==> config.mk <==
export PLATFORM = sky130hd
export DESIGN_NAME = watchdog_reset_status
export DESIGN_NICKNAME = d
export VERILOG_FILES = /design/src/core/wdt_pkg.sv /design/src/core/watchdog_reset_status.sv /design/src/core/wdt_counter.sv
export SDC_FILE = /design/constraint.sdc
export NUM_CORES = 1
export LEC_CHECK = 0
export BUFFER_PORTS_ARGS = -buffer_cell sky130_fd_sc_hd__clkbuf_2
export CAP_MARGIN = 20
export CORE_MARGIN = 4
export CORE_UTILIZATION = 40
export DETAILED_ROUTE_END_ITERATION = 8
export PLACE_DENSITY = 0.75
export SLEW_MARGIN = 10
export SYNTH_ARGS = -nofsm -noshare
export SYNTH_HDL_FRONTEND = slang
export SYNTH_SLANG_ARGS = --single-unit
==> constraint.sdc <==
create_clock -name clk -period 4.1 [get_ports clk]
set_clock_uncertainty 0.05 [all_clocks]
set_input_delay 0.41 -clock clk [delete_from_list [all_inputs] [get_ports clk]]
set_output_delay 0.41 -clock clk [all_outputs]
set_load 0.05 [all_outputs]
==> src/core/wdt_pkg.sv <==
// Constants for the watchdog and reset-cause block.
// Assumes a single 250 MHz system clock and an AXI4-Lite register port.
package wdt_pkg;

  // ************************************************************
  // Register map (byte addresses, one aligned word each)
  // ************************************************************
  localparam int             ADDR_W     = 8;      // Register address width
  localparam int             DATA_W     = 32;     // Bus data width
  localparam logic [7:0]     CAUSE_OFS  = 8'h00;  // reset_cause_status
  localparam logic [7:0]     CTRL_OFS   = 8'h04;  // watchdog_control
  localparam logic [7:0]     IRQST_OFS  = 8'h08;  // Interrupt status
  localparam logic [7:0]     IRQMSK_OFS = 8'h0C;  // Interrupt mask

  // ************************************************************
  // Field layout
  // ************************************************************
  localparam int             FLAG_W     = 5;      // Cause flags, bits 4:0
  localparam int             POWER_BIT  = 0;      // power_up_reset_flag
  localparam int             PIN_BIT    = 1;      // pin_reset_flag
  localparam int             SUPPLY_BIT = 2;      // supply_drop_reset_flag
  localparam int             TIMEOUT_BIT = 3;     // timeout_reset_flag
  localparam int             SCAN_BIT   = 4;      // scan_reset_flag
  localparam int             SEL_W      = 3;      // timeout_select width
  localparam int             EN_BIT     = 3;      // watchdog_enable
  localparam int             CE_BIT     = 4;      // change_enable
  localparam logic [4:0]     CAUSE_RST  = 5'h01;  // Power-up flag set
  localparam logic [1:0]     RESP_OKAY  = 2'h0;   // AXI OKAY
  localparam logic [1:0]     RESP_SLVERR = 2'h2;  // AXI SLVERR

  // ************************************************************
  // Timing
  // ************************************************************
  localparam int             CLK_MHZ    = 250;    // System clock, MHz
  localparam int             OSC_MHZ    = 1;      // Watchdog oscillator, MHz
  localparam int             OSC_DIV    = CLK_MHZ / OSC_MHZ; // Clocks per tick
  localparam int             BASE_TICKS = 16384;  // 16K ticks at select 000
  localparam int             WIN_CYCLES = 4;      // Change window, clocks
  localparam int             CNT_W      = 22;     // Holds 2,048K ticks

endpackage : wdt_pkg

==> src/core/watchdog_reset_status.sv <==
// Watchdog control and reset-cause status behind an AXI4-Lite slave.
// Assumes one 250 MHz clock; reset sources and the fuse arrive unsynchronised.
//
// What this block does
// Scan reset sets its cause flag
// Watchdog reset sets its cause flag
// Brown-out reset sets its cause flag
// Pin reset sets its cause flag
// Power-up flag cleared only by software
// Software reads then clears flags early
// Control bits 7:5 read as zero
// Change-enable self-clears four cycles later
// Enable clears only with change-enable set or on a chip reset
// Timeout change needs change-enable active
// Disable needs open then zero write
// Always-on fuse keeps watchdog enabled
// Select doubles expiry from 16K ticks
// Select matters only while enabled
// Restart count on kick, disable, reset
// Expiry gives one-cycle reset pulse
// Fuse level: enable reads one from reset
// Select and disable applied only inside open window
// Select writes outside window ignored
`timescale 1ns/100ps
module watchdog_reset_status #(
  parameter int OSC_DIV    = wdt_pkg::OSC_DIV,
  parameter int BASE_TICKS = wdt_pkg::BASE_TICKS,
  parameter int WIN_CYCLES = wdt_pkg::WIN_CYCLES
) (
  input  wire logic                        clk,
  input  wire logic                        rst,
  input  wire logic [wdt_pkg::ADDR_W-1:0]  awaddr,
  input  wire logic                        awvalid,
  output logic                             awready,
  input  wire logic [wdt_pkg::DATA_W-1:0]  wdata,
  input  wire logic [3:0]                  wstrb,
  input  wire logic                        wvalid,
  output logic                             wready,
  output logic [1:0]                       bresp,
  output logic                             bvalid,
  input  wire logic                        bready,
  input  wire logic [wdt_pkg::ADDR_W-1:0]  araddr,
  input  wire logic                        arvalid,
  output logic                             arready,
  output logic [wdt_pkg::DATA_W-1:0]       rdata,
  output logic [1:0]                       rresp,
  output logic                             rvalid,
  input  wire logic                        rready,
  input  wire logic                        pinReset_n,
  input  wire logic                        supplyDropReset,
  input  wire logic                        scanResetInstruction,
  input  wire logic                        alwaysOnFuse,
  input  wire logic                        kickPulse,
  output logic                             sysResetPulse,
  output logic                             irq
);
  import wdt_pkg::*;

  localparam int WIN_W = $clog2(WIN_CYCLES + 1);

  // Word decode shared by both channels
  function automatic logic isReg(input logic [ADDR_W-1:0] a, input logic [7:0] ofs);
    isReg = (a[ADDR_W-1:2] == ofs[ADDR_W-1:2]);
  endfunction : isReg

  // ************************************************************
  // Input synchronisers
  // ************************************************************
  logic [3:0] asyncIn;   // {fuse, scan, supply, pin}
  logic [3:0] syncA_ff;  // First stage, read only by second
  logic [3:0] syncB_ff;  // Safe levels
  assign asyncIn = {alwaysOnFuse, scanResetInstruction, supplyDropReset, ~pinReset_n};

  genvar gi;
  generate
    for (gi = 0; gi < 4; gi++) begin : gSync
      // Two flops per asynchronous source
      always_ff @(posedge clk or posedge rst) begin
        if (rst) begin
          syncA_ff[gi] <= 1'b0;
          syncB_ff[gi] <= 1'b0;
        end else begin
          syncA_ff[gi] <= asyncIn[gi];
          syncB_ff[gi] <= syncA_ff[gi];
        end
      end
    end
  endgenerate

  logic              level2;     // Always-on fuse in force
  logic              wdtExpire;  // Expiry from counter
  logic              chipReset;  // Any non-power-up reset source
  logic [FLAG_W-1:0] causeSet;   // Flags to set this cycle
  assign level2    = syncB_ff[3];
  assign chipReset = wdtExpire | (|syncB_ff[2:0]);
  // Sources stay asserted as levels, so flags keep setting while held
  assign causeSet  = {syncB_ff[2], wdtExpire, syncB_ff[1], syncB_ff[0], 1'b0};

  // ************************************************************
  // AXI4-Lite write channel
  // ************************************************************
  logic              awready_ff, wready_ff, bvalid_ff;
  logic [1:0]        bresp_ff;
  logic              awHeld_ff, wHeld_ff;  // Address / data captured
  logic [ADDR_W-1:0] wAddr_ff;             // Captured address
  logic [7:0]        wData_ff;             // Captured low byte
  logic              wLane0_ff;            // Low byte lane strobed
  logic              doWrite, wrEn, wrHit;

  assign doWrite = awHeld_ff & wHeld_ff & ~bvalid_ff;
  assign wrEn    = doWrite & wLane0_ff;
  assign wrHit   = isReg(wAddr_ff, CAUSE_OFS) | isReg(wAddr_ff, CTRL_OFS) |
                   isReg(wAddr_ff, IRQST_OFS) | isReg(wAddr_ff, IRQMSK_OFS);

  // Address capture; ready returns only after the response is taken
  always_ff @(posedge clk or posedge rst) begin
    if (rst) begin
      awready_ff <= 1'b1;
      awHeld_ff  <= 1'b0;
      wAddr_ff   <= '0;
    end else if (awvalid && awready_ff) begin
      awready_ff <= 1'b0;
      awHeld_ff  <= 1'b1;
      wAddr_ff   <= awaddr;
    end else if (doWrite) begin
      awHeld_ff  <= 1'b0;
    end else if (bvalid_ff && bready) begin
      awready_ff <= 1'b1;
    end
  end

  // Data capture, independent of address order
  always_ff @(posedge clk or posedge rst) begin
    if (rst) begin
      wready_ff <= 1'b1;
      wHeld_ff  <= 1'b0;
      wData_ff  <= '0;
      wLane0_ff <= 1'b0;
    end else if (wvalid && wready_ff) begin
      wready_ff <= 1'b0;
      wHeld_ff  <= 1'b1;
      wData_ff  <= wdata[7:0];
      wLane0_ff <= wstrb[0];
    end else if (doWrite) begin
      wHeld_ff  <= 1'b0;
    end else if (bvalid_ff && bready) begin
      wready_ff <= 1'b1;
    end
  end

  // Response; unmapped addresses answer SLVERR
  always_ff @(posedge clk or posedge rst) begin
    if (rst) begin
      bvalid_ff <= 1'b0;
      bresp_ff  <= RESP_OKAY;
    end else if (doWrite) begin
      bvalid_ff <= 1'b1;
      bresp_ff  <= wrHit ? RESP_OKAY : RESP_SLVERR;
    end else if (bready) begin
      bvalid_ff <= 1'b0;
    end
  end

  logic causeWr, ctrlWr, irqStWr, maskWr, openWr;
  assign causeWr = wrEn & isReg(wAddr_ff, CAUSE_OFS);
  assign ctrlWr  = wrEn & isReg(wAddr_ff, CTRL_OFS);
  assign irqStWr = wrEn & isReg(wAddr_ff, IRQST_OFS);
  assign maskWr  = wrEn & isReg(wAddr_ff, IRQMSK_OFS);
  assign openWr  = ctrlWr & wData_ff[CE_BIT] & wData_ff[EN_BIT];

  // ************************************************************
  // Watchdog control
  // ************************************************************
  logic             changeEnable_ff;  // Window open
  logic [WIN_W-1:0] winCnt_ff;        // Cycles left in window
  logic             wdtEnable_ff;     // Software enable
  logic [SEL_W-1:0] timeoutSel_ff;    // Timeout select
  logic             effEnable;        // Enable after fuse

  // Window opens on a write of both bits and closes by itself
  always_ff @(posedge clk or posedge rst) begin
    if (rst) begin
      changeEnable_ff <= 1'b0;
      winCnt_ff       <= '0;
    end else if (chipReset) begin
      changeEnable_ff <= 1'b0;
      winCnt_ff       <= '0;
    end else if (openWr) begin
      changeEnable_ff <= 1'b1;
      winCnt_ff       <= WIN_W'(WIN_CYCLES);
    end else if (winCnt_ff != '0) begin
      winCnt_ff       <= winCnt_ff - WIN_W'(1);
      if (winCnt_ff == WIN_W'(1)) begin
        changeEnable_ff <= 1'b0;
      end
    end
  end

  // Setting is free; clearing needs the window
  always_ff @(posedge clk or posedge rst) begin
    if (rst) begin
      wdtEnable_ff <= 1'b0;
    end else if (chipReset) begin
      // Other reset sources clear the software enable too
      wdtEnable_ff <= 1'b0;
    end else if (ctrlWr && wData_ff[EN_BIT]) begin
      wdtEnable_ff <= 1'b1;
    end else if (ctrlWr && changeEnable_ff) begin
      wdtEnable_ff <= 1'b0;
    end
  end

  // Select written only inside an open window
  always_ff @(posedge clk or posedge rst) begin
    if (rst) begin
      timeoutSel_ff <= '0;
    end else if (chipReset) begin
      // Chip reset returns the select to its shortest span
      timeoutSel_ff <= '0;
    end else if (ctrlWr && changeEnable_ff) begin
      timeoutSel_ff <= wData_ff[SEL_W-1:0];
    end
  end

  // Fuse overrides any disable and reads back as enabled
  assign effEnable = wdtEnable_ff | level2;

  wdt_counter #(
    .OSC_DIV    (OSC_DIV),
    .BASE_TICKS (BASE_TICKS),
    .CNT_W      (CNT_W)
  ) uCounter (
    .clk     (clk),
    .rst     (rst),
    .enable  (effEnable),
    .restart (kickPulse | chipReset),
    .sel     (timeoutSel_ff),
    .expire  (wdtExpire)
  );

  // ************************************************************
  // Reset pulse, cause flags, interrupt
  // ************************************************************
  logic              sysResetPulse_ff;  // One-cycle reset request
  logic [FLAG_W-1:0] causeFlag_ff;      // reset_cause_status
  logic [FLAG_W-1:0] irqStatus_ff;      // Sticky events
  logic [FLAG_W-1:0] irqMask_ff;        // Event mask
  logic              irq_ff;            // Interrupt level

  // Expiry is already one cycle wide
  always_ff @(posedge clk or posedge rst) begin
    if (rst) begin
      sysResetPulse_ff <= 1'b0;
    end else begin
      sysResetPulse_ff <= wdtExpire;
    end
  end

  // Write zero clears; a set in the same cycle wins
  always_ff @(posedge clk or posedge rst) begin
    if (rst) begin
      causeFlag_ff <= CAUSE_RST;
    end else begin
      causeFlag_ff <= (causeFlag_ff & ~(causeWr ? ~wData_ff[FLAG_W-1:0] : '0)) | causeSet;
    end
  end

  // Interrupt events use the cause layout, write one clears
  always_ff @(posedge clk or posedge rst) begin
    if (rst) begin
      irqStatus_ff <= '0;
      irqMask_ff   <= '0;
      irq_ff       <= 1'b0;
    end else begin
      irqStatus_ff <= (irqStatus_ff & ~(irqStWr ? wData_ff[FLAG_W-1:0] : '0)) | causeSet;
      irqMask_ff   <= maskWr ? wData_ff[FLAG_W-1:0] : irqMask_ff;
      irq_ff       <= |(irqStatus_ff & irqMask_ff);
    end
  end

  // ************************************************************
  // AXI4-Lite read channel
  // ************************************************************
  logic              arready_ff, rvalid_ff;
  logic [DATA_W-1:0] rdata_ff;
  logic [1:0]        rresp_ff;
  logic [7:0]        rdByte;
  logic              rdHit;

  // Upper bits of every register read as zero
  always_comb begin
    rdByte = 8'h00;
    rdHit  = 1'b1;
    if (isReg(araddr, CAUSE_OFS)) begin
      rdByte[FLAG_W-1:0] = causeFlag_ff;
    end else if (isReg(araddr, CTRL_OFS)) begin
      rdByte[CE_BIT]      = changeEnable_ff;
      rdByte[EN_BIT]      = effEnable;
      rdByte[SEL_W-1:0]   = timeoutSel_ff;
    end else if (isReg(araddr, IRQST_OFS)) begin
      rdByte[FLAG_W-1:0] = irqStatus_ff;
    end else if (isReg(araddr, IRQMSK_OFS)) begin
      rdByte[FLAG_W-1:0] = irqMask_ff;
    end else begin
      rdHit = 1'b0;
    end
  end

  // One read at a time, answered the cycle after address
  always_ff @(posedge clk or posedge rst) begin
    if (rst) begin
      arready_ff <= 1'b1;
      rvalid_ff  <= 1'b0;
      rdata_ff   <= '0;
      rresp_ff   <= RESP_OKAY;
    end else if (arvalid && arready_ff) begin
      arready_ff <= 1'b0;
      rvalid_ff  <= 1'b1;
      rdata_ff   <= {24'h000000, rdByte};
      rresp_ff   <= rdHit ? RESP_OKAY : RESP_SLVERR;
    end else if (rvalid_ff && rready) begin
      arready_ff <= 1'b1;
      rvalid_ff  <= 1'b0;
    end
  end

  assign awready       = awready_ff;
  assign wready        = wready_ff;
  assign bvalid        = bvalid_ff;
  assign bresp         = bresp_ff;
  assign arready       = arready_ff;
  assign rvalid        = rvalid_ff;
  assign rdata         = rdata_ff;
  assign rresp         = rresp_ff;
  assign sysResetPulse = sysResetPulse_ff;
  assign irq           = irq_ff;
endmodule : watchdog_reset_status

==> src/core/wdt_counter.sv <==
// Watchdog tick divider and expiry counter.
// Assumes restart and enable come from logic on the same clock.
`timescale 1ns/100ps
module wdt_counter #(
  parameter int OSC_DIV    = wdt_pkg::OSC_DIV,
  parameter int BASE_TICKS = wdt_pkg::BASE_TICKS,
  parameter int CNT_W      = wdt_pkg::CNT_W
) (
  input  wire logic                     clk,
  input  wire logic                     rst,
  input  wire logic                     enable,
  input  wire logic                     restart,
  input  wire logic [wdt_pkg::SEL_W-1:0] sel,
  output logic                          expire
);
  import wdt_pkg::*;

  localparam int DIV_W = $clog2(OSC_DIV + 1);

  logic [DIV_W-1:0] divCnt_ff;  // Oscillator divider
  logic             tick;       // One-cycle oscillator tick
  logic [CNT_W-1:0] tickCnt_ff; // Ticks since restart
  logic [CNT_W-1:0] limit;      // Expiry count for sel
  logic             expire_ff;  // Expiry pulse

  // ************************************************************
  // Oscillator tick
  // ************************************************************
  // Stands in for the separate oscillator; it free-runs
  always_ff @(posedge clk or posedge rst) begin
    if (rst) begin
      divCnt_ff <= '0;
    end else if (divCnt_ff == DIV_W'(OSC_DIV - 1)) begin
      divCnt_ff <= '0;
    end else begin
      divCnt_ff <= divCnt_ff + DIV_W'(1);
    end
  end
  assign tick = (divCnt_ff == DIV_W'(OSC_DIV - 1));

  // Count doubles per select step
  assign limit = CNT_W'(BASE_TICKS) << sel;

  // ************************************************************
  // Expiry counter
  // ************************************************************
  // Held at zero while disabled, so sel only matters when enabled
  always_ff @(posedge clk or posedge rst) begin
    if (rst) begin
      tickCnt_ff <= '0;
      expire_ff  <= 1'b0;
    end else if (restart || !enable) begin
      tickCnt_ff <= '0;
      expire_ff  <= 1'b0;
    end else if (tick && tickCnt_ff >= limit - CNT_W'(1)) begin
      tickCnt_ff <= '0;
      expire_ff  <= 1'b1;
    end else begin
      tickCnt_ff <= tick ? tickCnt_ff + CNT_W'(1) : tickCnt_ff;
      expire_ff  <= 1'b0;
    end
  end
  assign expire = expire_ff;
endmodule : wdt_counter

Word level (Yosys, flattened, before mapping). Index checks and enable logic that the tools add are counted.

Register bits: 94. Input port bits: 64. Logic and storage cells: 146. Output and inout bits: 43.

Bitwise logic cells: 25. Shift-type cells: 1. Reduce and logical (&&, ||, !) cells: 29. Equality and inequality tests: 10. Magnitude comparators: 1. Multiplexer cells: 43. $add $sub $neg: 4.

Operator list (count): two-way mux 22 bit (3); two-way mux 5 bit (6); two-way mux 1 bit (26); equality test 6 x 2 -> 1 bit (second input constant) (4); adder 22 x 1 -> 22 bit (second input constant) (1); >= comparator 22 bit (1); << shifter 15 x 3 -> 22 bit (first input constant) (1); subtractor 22 x 1 -> 22 bit (second input constant) (1); AND 5 bit (3); two-way mux 3 bit (5); inverter 5 bit (3); nonzero test 3 bit (5); nonzero test 2 bit (7); equality test 6 x 1 -> 1 bit (second input constant) (2); logical NOT 6 bit (2); bitwise OR 5 bit (2); AND 1 bit (9); adder 8 x 1 -> 8 bit (second input constant) (1); equality test 8 bit (second input constant) (1); logical AND 1 bit (8); two-way mux 8 bit (1); bitwise OR 1 bit (6); AND reduction 2 bit (3); OR reduction 5 bit (1); 8 further kinds (11).

Longest topological paths before layout. Gate-level depths: netlist of the first run.

Word-level depth: 8. Gate-level depth with buffers: 9. Mapped depth without buffers: 7.

Hierarchy. From an unflattened synthesis of the first run, not the netlist that was laid out.

Cell total of the unflattened synthesis: 419. Area total of the unflattened synthesis: 4624.4 µm².

Modules (own cells, without submodules): watchdog_reset_status (instances 1, seq. area each 1481.4 µm², area an instance 2730.1 µm², cells each 227); wdt_counter (instances 1, seq. area each 775.7 µm², area an instance 1894.3 µm², cells each 192).

Least setup slack after synthesis of the first run. OpenSTA, ideal clock, no wires.

Path kind: reg-to-reg. From: reg timeoutSel_ff[2]. To: reg uCounter.tickCnt_ff[10]. Clock period less this slack: 2.083 ns. Setup slack: 2.017 ns. Setup time: 0.121 ns. Stages on the path, launching flop included: 10. Buffers on the path: 2. Data arrival time: 1.911 ns. Data required time: 3.929 ns. Path through: dfrtp_1 clkbuf_1 nand3_1 ha_1 nand4_1 nor4_1 a22oi_1 nand3_1 buf_2 nor2_1.

Cells in the longest elaborated chain, start to end: 6. Elaborated cells on any way between the ends: 7. Those cells by class: add/sub: 1; order compare: 1; shift: 1; mux: 2; reduce/logical: 2.

Ends and longest elaborated chain: start, declared (RTL line watchdog_reset_status.sv:177) `logic [SEL_W-1:0] timeoutSel_ff;`; start signal, assigned (RTL line watchdog_reset_status.sv:221) `timeoutSel_ff <= wData_ff[SEL_W-1:0];`; << shifter 15 x 3 -> 22 bit * (RTL line wdt_counter.sv:42) `assign limit = CNT_W'(BASE_TICKS) << sel;`; subtractor 22 x 1 -> 22 bit * (RTL line wdt_counter.sv:55) `end else if (tick && tickCnt_ff >= limit - CNT_W'(1)) begin`; >= comparator 22 bit * (RTL line wdt_counter.sv:55); logical AND 1 bit * (RTL line wdt_counter.sv:55); two-way mux 22 bit (RTL line wdt_counter.sv:55); two-way mux 22 bit (RTL line wdt_counter.sv:52) `end else if (restart || !enable) begin`; end signal, assigned (RTL line wdt_counter.sv:59) `tickCnt_ff <= tick ? tickCnt_ff + CNT_W'(1) : tickCnt_ff;`; end, declared (RTL line wdt_counter.sv:22) `logic [CNT_W-1:0] tickCnt_ff;`.

Every way passes the cells marked *; elsewhere a longest branch is shown, timed or not. A chain may end at the register's enable or synchronous reset.

Final worst setup path of the first run.
From: reg timeoutSel_ff[2]. To: reg uCounter.tickCnt_ff[14].

The elaborated chain is that of the path after synthesis.

==> results of run 1 <==
cell type report:
type | count | area (sq um) | area share [%]
Sequential cell | 90 | 2257 | 45.97
Multi-Input combinational cell | 299 | 1982 | 40.37
Timing Repair Buffer | 44 | 222.7 | 4.536
Tap cell | 140 | 175.2 | 3.568
Clock buffer | 10 | 127.6 | 2.599
Clock inverter | 6 | 72.57 | 1.478
Inverter | 19 | 72.57 | 1.478
critical path: cells and delay by family (launching register included):
| kind | cells | cell delay (ps) |
|---|---|---|
| and+or+nand+nor | 4 | 1170 |
| DFF | 1 | 510 |
| adders and majority gates | 1 | 340 |
| AOI/OAI and AO/OA | 2 | 290 |
sequential cells by signal, indices dropped and copies added, names as in the netlist, 3 cells and up:
register             count
uCounter.tickCnt_ff     22
irqMask_ff               5
irqStatus_ff             5
causeFlag_ff             5
winCnt_ff                3
causeSet                 3
wAddr_ff                 6
timeoutSel_ff            3
uCounter.divCnt_ff       8
rdata                    5
wData_ff                 5
syncA_ff                 4
per-layer routing:
layer | up-vias | track usage [%] | wire length (um)
met5 | - | 0 | 0
met2 | 80 | 21.83 | 4058
met1 | 1567 | 18.42 | 3880
met4 | 0 | 5.609 | 140
met3 | 11 | 3.024 | 472
li1 | 1491 | - | -
cell usage after synthesis (3+ instances only):
library cell	count	area, sq um
dfrtp_1	86	2152
nand2_1	39	146.4
nor2_1	34	127.6
buf_4	29	217.7
nand3_1	21	105.1
inv_1	19	71.32
xor2_1	18	157.7
mux2_2	17	191.4
nand4_1	17	106.4
a21oi_1	16	80.08
o21ai_0	16	80.08
ha_1	14	175.2
nand2b_1	6	37.54
a21o_1	5	37.54
mux2i_1	5	50.05
nor4_1	5	31.28
and4_1	4	35.03
dfstp_2	4	105.1
mux4_2	4	90.09
nor2b_1	4	25.02
a22oi_1	3	22.52
and3_1	3	18.77
buf_2	3	15.01
o211ai_2	3	37.54
xnor2_1	3	26.28
worst paths after layout:
path,from,end,slack (ps),cells past startpoint
max reg2reg,timeoutSel_ff[2],uCounter.tickCnt_ff[14],1610,7
max in group asynchronous,rst,uCounter.tickCnt_ff[16],2860,3
min,rst,rdata[1],90,2
max,timeoutSel_ff[2],uCounter.tickCnt_ff[14],1610,7
min reg2reg,syncA_ff[0],causeSet[1],300,0
min in group clk,supplyDropReset,syncA_ff[1],110,1
cells by family after synthesis:
family	after synthesis	synth area share, %
AO/OA/AOI/OAI	57	8.423
other	2	0.1685
XOR/XNOR	21	4.127
flip-flops	90	50.65
multiplexers	26	7.440
adder cells (fa/ha/maj)	14	3.930
buffers and inverters	54	7.243
AND/OR/NAND/NOR	151	18.02
metrics by stage:
stage / cells / area (sq um) / hold slack [ps] / util (%) / setup WS [ps]
after floorplan: 443 / 4562 / 281.2 / - / 1311
after CTS: 608 / 4910 / 94.02 / 45.09 / 1589
after global routing: 608 / 4910 / 91.21 / 45.09 / 1340
final: 608 / 4910 / 89.21 / 45.09 / 1613
after global placement: 592 / 4710 / 291.0 / 43.25 / 1809
after detailed placement: 592 / 4710 / 284.7 / 43.25 / 1686
report_power, final:
| group | switching [mW] | internal (mW) | total [mW] |
|---|---|---|---|
| clock | 0.327 | 0.288 | 0.615 |
| sequential | 0.0976 | 0.988 | 1.09 |
| combinational | 0.230 | 0.109 | 0.339 |
==> impl_metrics.tcl, run 1 <==
set metrics [dict create \
    fmax_ghz 0.4021 \
    ys_seq_elements 90 \
    relSlewSlack_pct 47.43 \
    drcViolationCount 0 \
    area_delta_synth_final_pct 10.16 \
    cp.arrival_ps 2660 \
    rows 38 \
    end_kind "flop" \
    ant_nets 0 \
    fin_crit_sh_pct 60.66 \
    dp_hpwl_mm 6.168 \
    boundaryPins 107 \
    nFillCells 1028 \
    maxCapViolations 0 \
    critPathMaxStageDelay_ps 520 \
    antenna_found_initial 0 \
    die_h_um 113.6 \
    power.density_mw_per_mm2 415.6 \
    setup_viol 0 \
    syn_inst 415 \
    drive_gt1_share_pct 20.73 \
    peakVddDrop_mv 0.2673 \
    ys_seq_area_share_pct 50.65 \
    synth_ff_type "dfrtp_1" \
    start_util_pct 40.93 \
    antenna_cells 0 \
    final_cell_mix "dfrtp_1, clkbuf_2, nand2_1" \
    ctsResizeCount 0 \
    clockRootBuffer "clkbuf_8" \
    slew_viol_final 0 \
    worst-path-max-fanout 16 \
    grt_pass1_wl_mm 14.57 \
    grt_max_degree 47 \
    p_leak_nw 2.220 \
    cts_tree "done" \
    first_global_vias 3145 \
    post_cts_hold_buffer_count 0 \
    hold_path.class "primary input to async pin" \
    cp_cell_sequence "o21ai_0 -> ha_1 -> nand4_1 -> nor4_1 -> a22oi_1 -> nand3_1 -> nor2_1" \
    dieArea_sq_mm 0.01289 \
    vias 3149 \
    cp-start-kind "flop" \
    finalPower_mw 2.040 \
    syn_area_sq_mm 0.004457 \
    worst_slew_pin_slew_ps 787.6 \
    grtUsageTotal_pct 13.78 \
    layout.nets 541 \
    first_iter_violations 221 \
    clk_pin_slew_ps 90 \
    cts_setup_buffers 0 \
    via_per_inst 5.179 \
    synth_edf_count 0 \
    final_common_cell "dfrtp_1" \
    die_x_um 113.6 \
    syn_area_per_cell_sq_um 10.74 \
    clkLatencyLatePin_ps 360 \
    cp.required_ps 4270 \
    wl_per_cell_um 14.06 \
    drt_first_pass_iters 4 \
    numCtsBuffers 9 \
    ys_types 54 \
    core_area_sq_mm 0.01089 \
    critPathSlowestCell "nand3_1" \
    final.setup.tns_ps 0 \
    cts_htree_levels 3 \
    io_buffers 43 \
    cts.sinks 90 \
    critical_path_class "flop to flop" \
    async_flop_share_pct 100.0 \
    grt_overflow_total 0 \
    clock_path_buffers 2 \
    gp_congestion 0.7954 \
    rsz0062_at_grt "false" \
    period_needed_ps 2487 \
    hold_violations 0 \
    status "finished, final reports clean" \
    yosys_warnings 0 \
    routed_wl_mm 8.551 \
]
Note: power is estimated with default switching activity, not from simulation.
==> inputs of run 2 (changes only) <==
- PLACE_DENSITY: 0.75 -> 0.77
- clock period: 4.1 -> 2 ns (I/O delays scaled with it)
==> impl_metrics.tcl, run 2 (synthesis results as in run 1) <==
set metrics [dict create \
    rr_startpoint "timeoutSel_ff[0]" \
    cp-start-kind "flop" \
    cp.arrival_ps 2400 \
    cp.required_ps 2200 \
    hold_path.class "primary input to flop" \
    grtUsageTotal_pct 15.65 \
    layout.nets 584 \
    rows 38 \
    grt_pass1_wl_mm 16.37 \
    cts_tree "done" \
    die_h_um 113.6 \
    multi_input_area_sq_mm 0.002197 \
    cts_htree_levels 3 \
    dieArea_sq_mm 0.01289 \
    whs_path_depth 2 \
    worst_slew_pin_slew_ps 537.6 \
    violations "negative setup slack" \
    placed_area_sq_mm 0.004907 \
    hp-start "awaddr[2]" \
    io_buffers 43 \
    relSlewSlack_pct 63.83 \
    cts.sinks 90 \
    nFillCells 892 \
    core_area_sq_mm 0.01089 \
    clock_path_buffers 2 \
    maxCapViolations 0 \
    fin_crit_sh_pct 109.9 \
    ff_latch_area_sq_mm 0.002258 \
    first_global_vias 3502 \
    area_delta_synth_final_pct 24.68 \
    status "finished with violations" \
    grt_max_degree 76 \
    routed_wl_mm 10.04 \
    clk_pin_slew_ps 110 \
    drive_gt1_share_pct 31.12 \
    drcViolationCount 0 \
    drt_first_pass_iters 4 \
    rsz0062_at_grt "true" \
    top_register "uCounter.tickCnt_ff" \
    first_iter_violations 221 \
    start_util_pct 40.93 \
    peakVddDrop_mv 0.5612 \
    holdPathEnd "wAddr_ff[2]" \
    r2r-end "uCounter.tickCnt_ff[20]" \
    fin_area_sq_mm 0.005557 \
    final_common_cell "dfrtp_1" \
    clkLatencyLatePin_ps 370 \
    gp_congestion 0.7806 \
    period_needed_ps 2198 \
    setup_ws_ps -198.2 \
    wl_per_cell_um 15.42 \
    numCtsBuffers 9 \
    boundaryPins 107 \
    grt_overflow_total 0 \
    power.density_mw_per_mm2 783.0 \
    hold_violations 0 \
    clockRootBuffer "clkbuf_8" \
    ant_nets 0 \
    critical_path_class "flop to flop" \
    antenna_cells 0 \
    setup_viol 23 \
    largest_register_ffs 22 \
    p_leak_nw 2.477 \
    antenna_found_initial 0 \
    via_per_inst 5.244 \
    rr_worst_depth 10 \
    dp_hpwl_mm 6.702 \
    reg.largest.list "uCounter.tickCnt_ff: 22 flops, uCounter.divCnt_ff: 8 flops, wAddr_ff: 6 flops" \
    fmax_ghz 0.4549 \
    slew_viol_final 0 \
    end_kind "flop" \
    worst-path-max-fanout 8 \
    finalPower_mw 4.351 \
    vias 3414 \
    final_cell_mix "dfrtp_1, clkbuf_2, nand2_1" \
    regToRegSetupSlack_ps -200 \
    die_x_um 113.6 \
]
==> run 2: cell types whose count changed in the layout (fill, tap and decap cells not counted), moves of 3 or more <==
| cell | delta |
|---|---|
| buf_4 | +22 |
| dlygate4sd3_1 | +14 |
| nor2_1 | -11 |
| nor2_4 | +8 |
| buf_12 | +3 |
| buf_6 | +3 |
| ha_1 | -3 |
| ha_4 | +3 |
| inv_8 | +3 |
| nor2_2 | +3 |
==> run 2: critical path, cell delays in order, from the launching register on <==
cell and delay (ps):
dfrtp_1 400, buf_6 150, nand3_4 90, ha_4 290, nand4_1 160, nor4_4 340, buf_4 160, a22oi_2 50
nand3_2 150, buf_8 170, nor2_1 60
==> run 2: metrics by stage <==
step                std cells  hold WS (ps)  setup TNS, ps  utilization, %  worst slack (ps)
floorplan                 443         181.4              0               -             11.29
global placement          613         148.3          -1073           45.07            -86.45
detailed placement        613         147.9          -5079           45.07            -286.1
CTS                       653         1.148          -1606           50.01            -101.5
global route              651         3.736          -5325           51.03            -274.4
finish                    651         10.27          -3188           51.03            -198.2
==> run 2: cell type report <==
type | count | share of cell area [%]
Multi-Input combinational cell | 299 | 39.54
Timing Repair Buffer | 87 | 11.46
Clock inverter | 7 | 1.621
Tap cell | 140 | 3.152
Sequential cell | 90 | 40.64
Clock buffer | 9 | 2.229
Inverter | 19 | 1.351
==> run 2: report_power, final <==
| part | internal (mW) | leakage (nW) | switching (mW) | total (mW) |
|---|---|---|---|---|
| combinational | 0.271 | 1.22 | 0.496 | 0.767 |
| clock | 0.615 | 0.110 | 0.723 | 1.34 |
| sequential | 2.03 | 1.14 | 0.221 | 2.25 |
==> run 2: repair_timing <==
| item | in CTS | in global routing |
|---|---|---|
| resized for setup | 21 | 35 |
| setup buffers | 9 | 1 |
| gates cloned | 1 | 0 |
| setup endpoints to repair | 30 | 39 |
| hold buffers | 14 | 0 |
| hold endpoints to repair | 28 | 0 |
| pin swaps | 6 | 19 |
==> run 2: per-layer routing <==
metal / share of wire (%) / GRT usage, % / wire length (um) / vias up
met4: 3.1 / 9.455 / 312 / 0
li1: - / - / - / 1579
met1: 41 / 19.26 / 4158 / 1683
met2: 51 / 25.91 / 5084 / 125
met3: 4.8 / 2.440 / 486 / 27
met5: 0 / 0 / 0 / -
==> run 2: worst max path at each step <==
stage	from	to	slack, ps	cells after the start
after floorplan	timeoutSel_ff[2]	uCounter.tickCnt_ff[10]	10	9
after global placement	timeoutSel_ff[2]	uCounter.tickCnt_ff[21]	-90	7
after detailed placement	timeoutSel_ff[2]	uCounter.tickCnt_ff[21]	-290	7
after CTS	timeoutSel_ff[0]	uCounter.tickCnt_ff[13]	-100	11
after global routing	timeoutSel_ff[0]	uCounter.tickCnt_ff[20]	-270	10
final	timeoutSel_ff[0]	uCounter.tickCnt_ff[20]	-200	10
==> inputs of run 3 (changes only) <==
- SYNTH_HIERARCHICAL: not set -> 1
==> impl_metrics.tcl, run 3 <==
set metrics [dict create \
    final_cell_mix "dfrtp_1, clkbuf_2, conb_1" \
    violations "negative setup slack" \
    ys_types 55 \
    cpMostUsedCell "buf_4" \
    area_delta_synth_final_pct 21.18 \
    grt_pass1_wl_mm 17.16 \
    syn_area_per_cell_sq_um 11.04 \
    fin_crit_sh_pct 107.6 \
    wl_per_cell_um 15.72 \
    placed_area_sq_mm 0.005037 \
    largest_register_ffs 22 \
    core_area_sq_mm 0.01137 \
    status "finished with violations" \
    syn_area_sq_mm 0.004624 \
    die_x_um 115.5 \
    nFillCells 985 \
    boundaryPins 107 \
    period_needed_ps 2153 \
    synth_edf_count 0 \
    maxCapViolations 0 \
    ys_seq_area_share_pct 48.81 \
    antenna_cells 0 \
    ant_nets 0 \
    cp_top_family "compound AO/OA/AOI/OAI gates" \
    synth-compound-area-share_pct 9.821 \
    synthSimpleGateAreaFrac_pct 19.32 \
    dieArea_sq_mm 0.01334 \
    vias 3479 \
    p_leak_nw 2.455 \
    setup_viol 23 \
    cp.arrival_ps 2360 \
    yosysTopAreaCell "dfrtp_1" \
    critical_path_class "flop to flop" \
    routed_wl_mm 10.17 \
    ys_seq_elements 90 \
    critPathSlowestCell "dfrtp_2" \
    fin_area_sq_mm 0.005604 \
    grt_overflow_total 0 \
    cp.required_ps 2200 \
    peakVddDrop_mv 0.8701 \
    synth_adder_area_share_pct 3.788 \
    slew_viol_final 0 \
    clockRootBuffer "clkbuf_16" \
    drcViolationCount 0 \
    yosys_warnings 6 \
    path_buf_inv 2 \
    hold_path.class "primary input to flop" \
    clk_pin_slew_ps 70 \
    cts_tree "done" \
    post_synth_mux_area_share_pct 6.439 \
    first_iter_violations 189 \
    reg.largest.list "uCounter/tickCnt_ff: 22 flops, uCounter/divCnt_ff: 8 flops, wAddr_ff: 6 flops" \
    via_per_inst 5.377 \
    die_h_um 115.5 \
    hp-start "wdata[4]" \
    drt_first_pass_iters 4 \
    numCtsBuffers 9 \
    rsz0062_at_grt "true" \
    grtUsageTotal_pct 16.05 \
    grt_max_degree 37 \
    end_kind "flop" \
    pre_cts_ws_ps -137.2 \
    antenna_found_initial 0 \
    fin_util_pct 49.29 \
    rows 39 \
    cp-start-kind "flop" \
    synth_commonest_cells "dfrtp_1, buf_4, nand2_1" \
    synth_xor_area_share_pct 4.167 \
    synth_top_area_share_pct 46.54 \
    finalPower_mw 4.850 \
    power.density_mw_per_mm2 865.5 \
    clock_path_buffers 2 \
    syn_inst 419 \
    layout.nets 577 \
    async_flop_share_pct 100.0 \
    drive_gt1_share_pct 31.55 \
    relSlewSlack_pct 61.77 \
    fmax_ghz 0.4645 \
    top_register "uCounter/tickCnt_ff" \
    io_buffers 43 \
    cts.sinks 90 \
    final_common_cell "dfrtp_1" \
    hold_violations 0 \
    clkLatencyLatePin_ps 340 \
    synth_most_common_cell "dfrtp_1" \
    worst_slew_pin_slew_ps 565.8 \
    crit_start "timeoutSel_ff[1]" \
    start_util_pct 40.67 \
    setup_ws_ps -152.6 \
    cts_htree_levels 3 \
    cp_cell_sequence "buf_4 -> a21oi_2 -> ha_1 -> nand2_2 -> nor2_1 -> a32oi_2 -> buf_4 -> nand4_1 -> o22ai_1" \
    critPathMaxStageDelay_ps 460 \
    synth_ff_type "dfrtp_1" \
    synth_top_family_by_area "simple AND/OR/NAND/NOR gates" \
    worst-path-max-fanout 6 \
    gp_congestion 0.8860 \
    synthTopCellsByArea "dfrtp_1, buf_4, mux2_2, ha_1, xor2_1" \
    first_global_vias 3544 \
    rr_startpoint "timeoutSel_ff[1]" \
    final.setup.tns_ps -1954 \
    dp_hpwl_mm 7.056 \
]
[run 3: cell types whose count changed after synthesis, sizes merged, moves of 4 or more]
cell    delta
nand2b     +4
a32oi      +6
nand2     -16
nor3      +21
nand4      +6
nor2      -22
o41ai      +4
clkbuf     +4
nand3      -8
o31ai      +5
[run 3: layout make-up]
cell class                 count  area (sq um)  share of cell area [%]
timing repair buffer          81         550.5                   9.824
inverter                      16         60.06                   1.072
multi-input combinational    301          2242                   40.01
clock buffer                   9         225.2                   4.019
sequential                    90          2261                   40.34
tap                          143         178.9                   3.193
clock inverter                 7         86.33                   1.541
[run 3: through the flow]
step	std cells	hold slack (ps)
finish	647	36.25
global route	647	27.85
CTS	647	27.73
detailed placement	618	216.4
global placement	618	220.2
floorplan	447	181.4
[run 3: what timing repair did]
action / 4_1_cts / 5_1_grt
hold buffers: 9 / 0
cloned: 1 / 0
endpoints found under the hold margin: 62 / 0
endpoints found under the setup margin: 23 / 23
setup buffers: 3 / 0
gates resized for setup: 26 / 5
pin swaps: 19 / 6
[run 3: worst paths after layout]
path                       slack (ps)  cells past startpoint                endpoint
max                              -150                      9  uCounter/tickCnt_ff[3]
min                                40                      2             wData_ff[4]
max reg2reg                      -150                      9  uCounter/tickCnt_ff[3]
min reg2reg                       300                      0             causeSet[1]
max in group asynchronous         870                      4                 awready
min in group asynchronous         400                      3           sysResetPulse
[run 3: logic make-up after synthesis]
group,after synthesis
AOI/OAI and AO/OA,65
xor gates and xnor gates,22
adders and majority gates,14
buffers and inverters,56
DFF,90
muxes,26
other,2
and+or+nand+nor,144
[run 3: per-layer routing]
metal	share of wire (%)	GRT usage, %	up-vias	wire (um)
met1	40	19.45	1717	4062
met2	52	28.01	106	5261
met3	5.1	2.820	27	521
li1	-	-	1629	-
met4	3.2	7.042	0	326
met5	0	0	-	0
[run 3: where the power goes]
| part | switching [mW] | internal (mW) |
|---|---|---|
| clock | 0.815 | 0.895 |
| combinational | 0.574 | 0.299 |
| sequential | 0.238 | 2.03 |
| total | 1.63 | 3.22 |
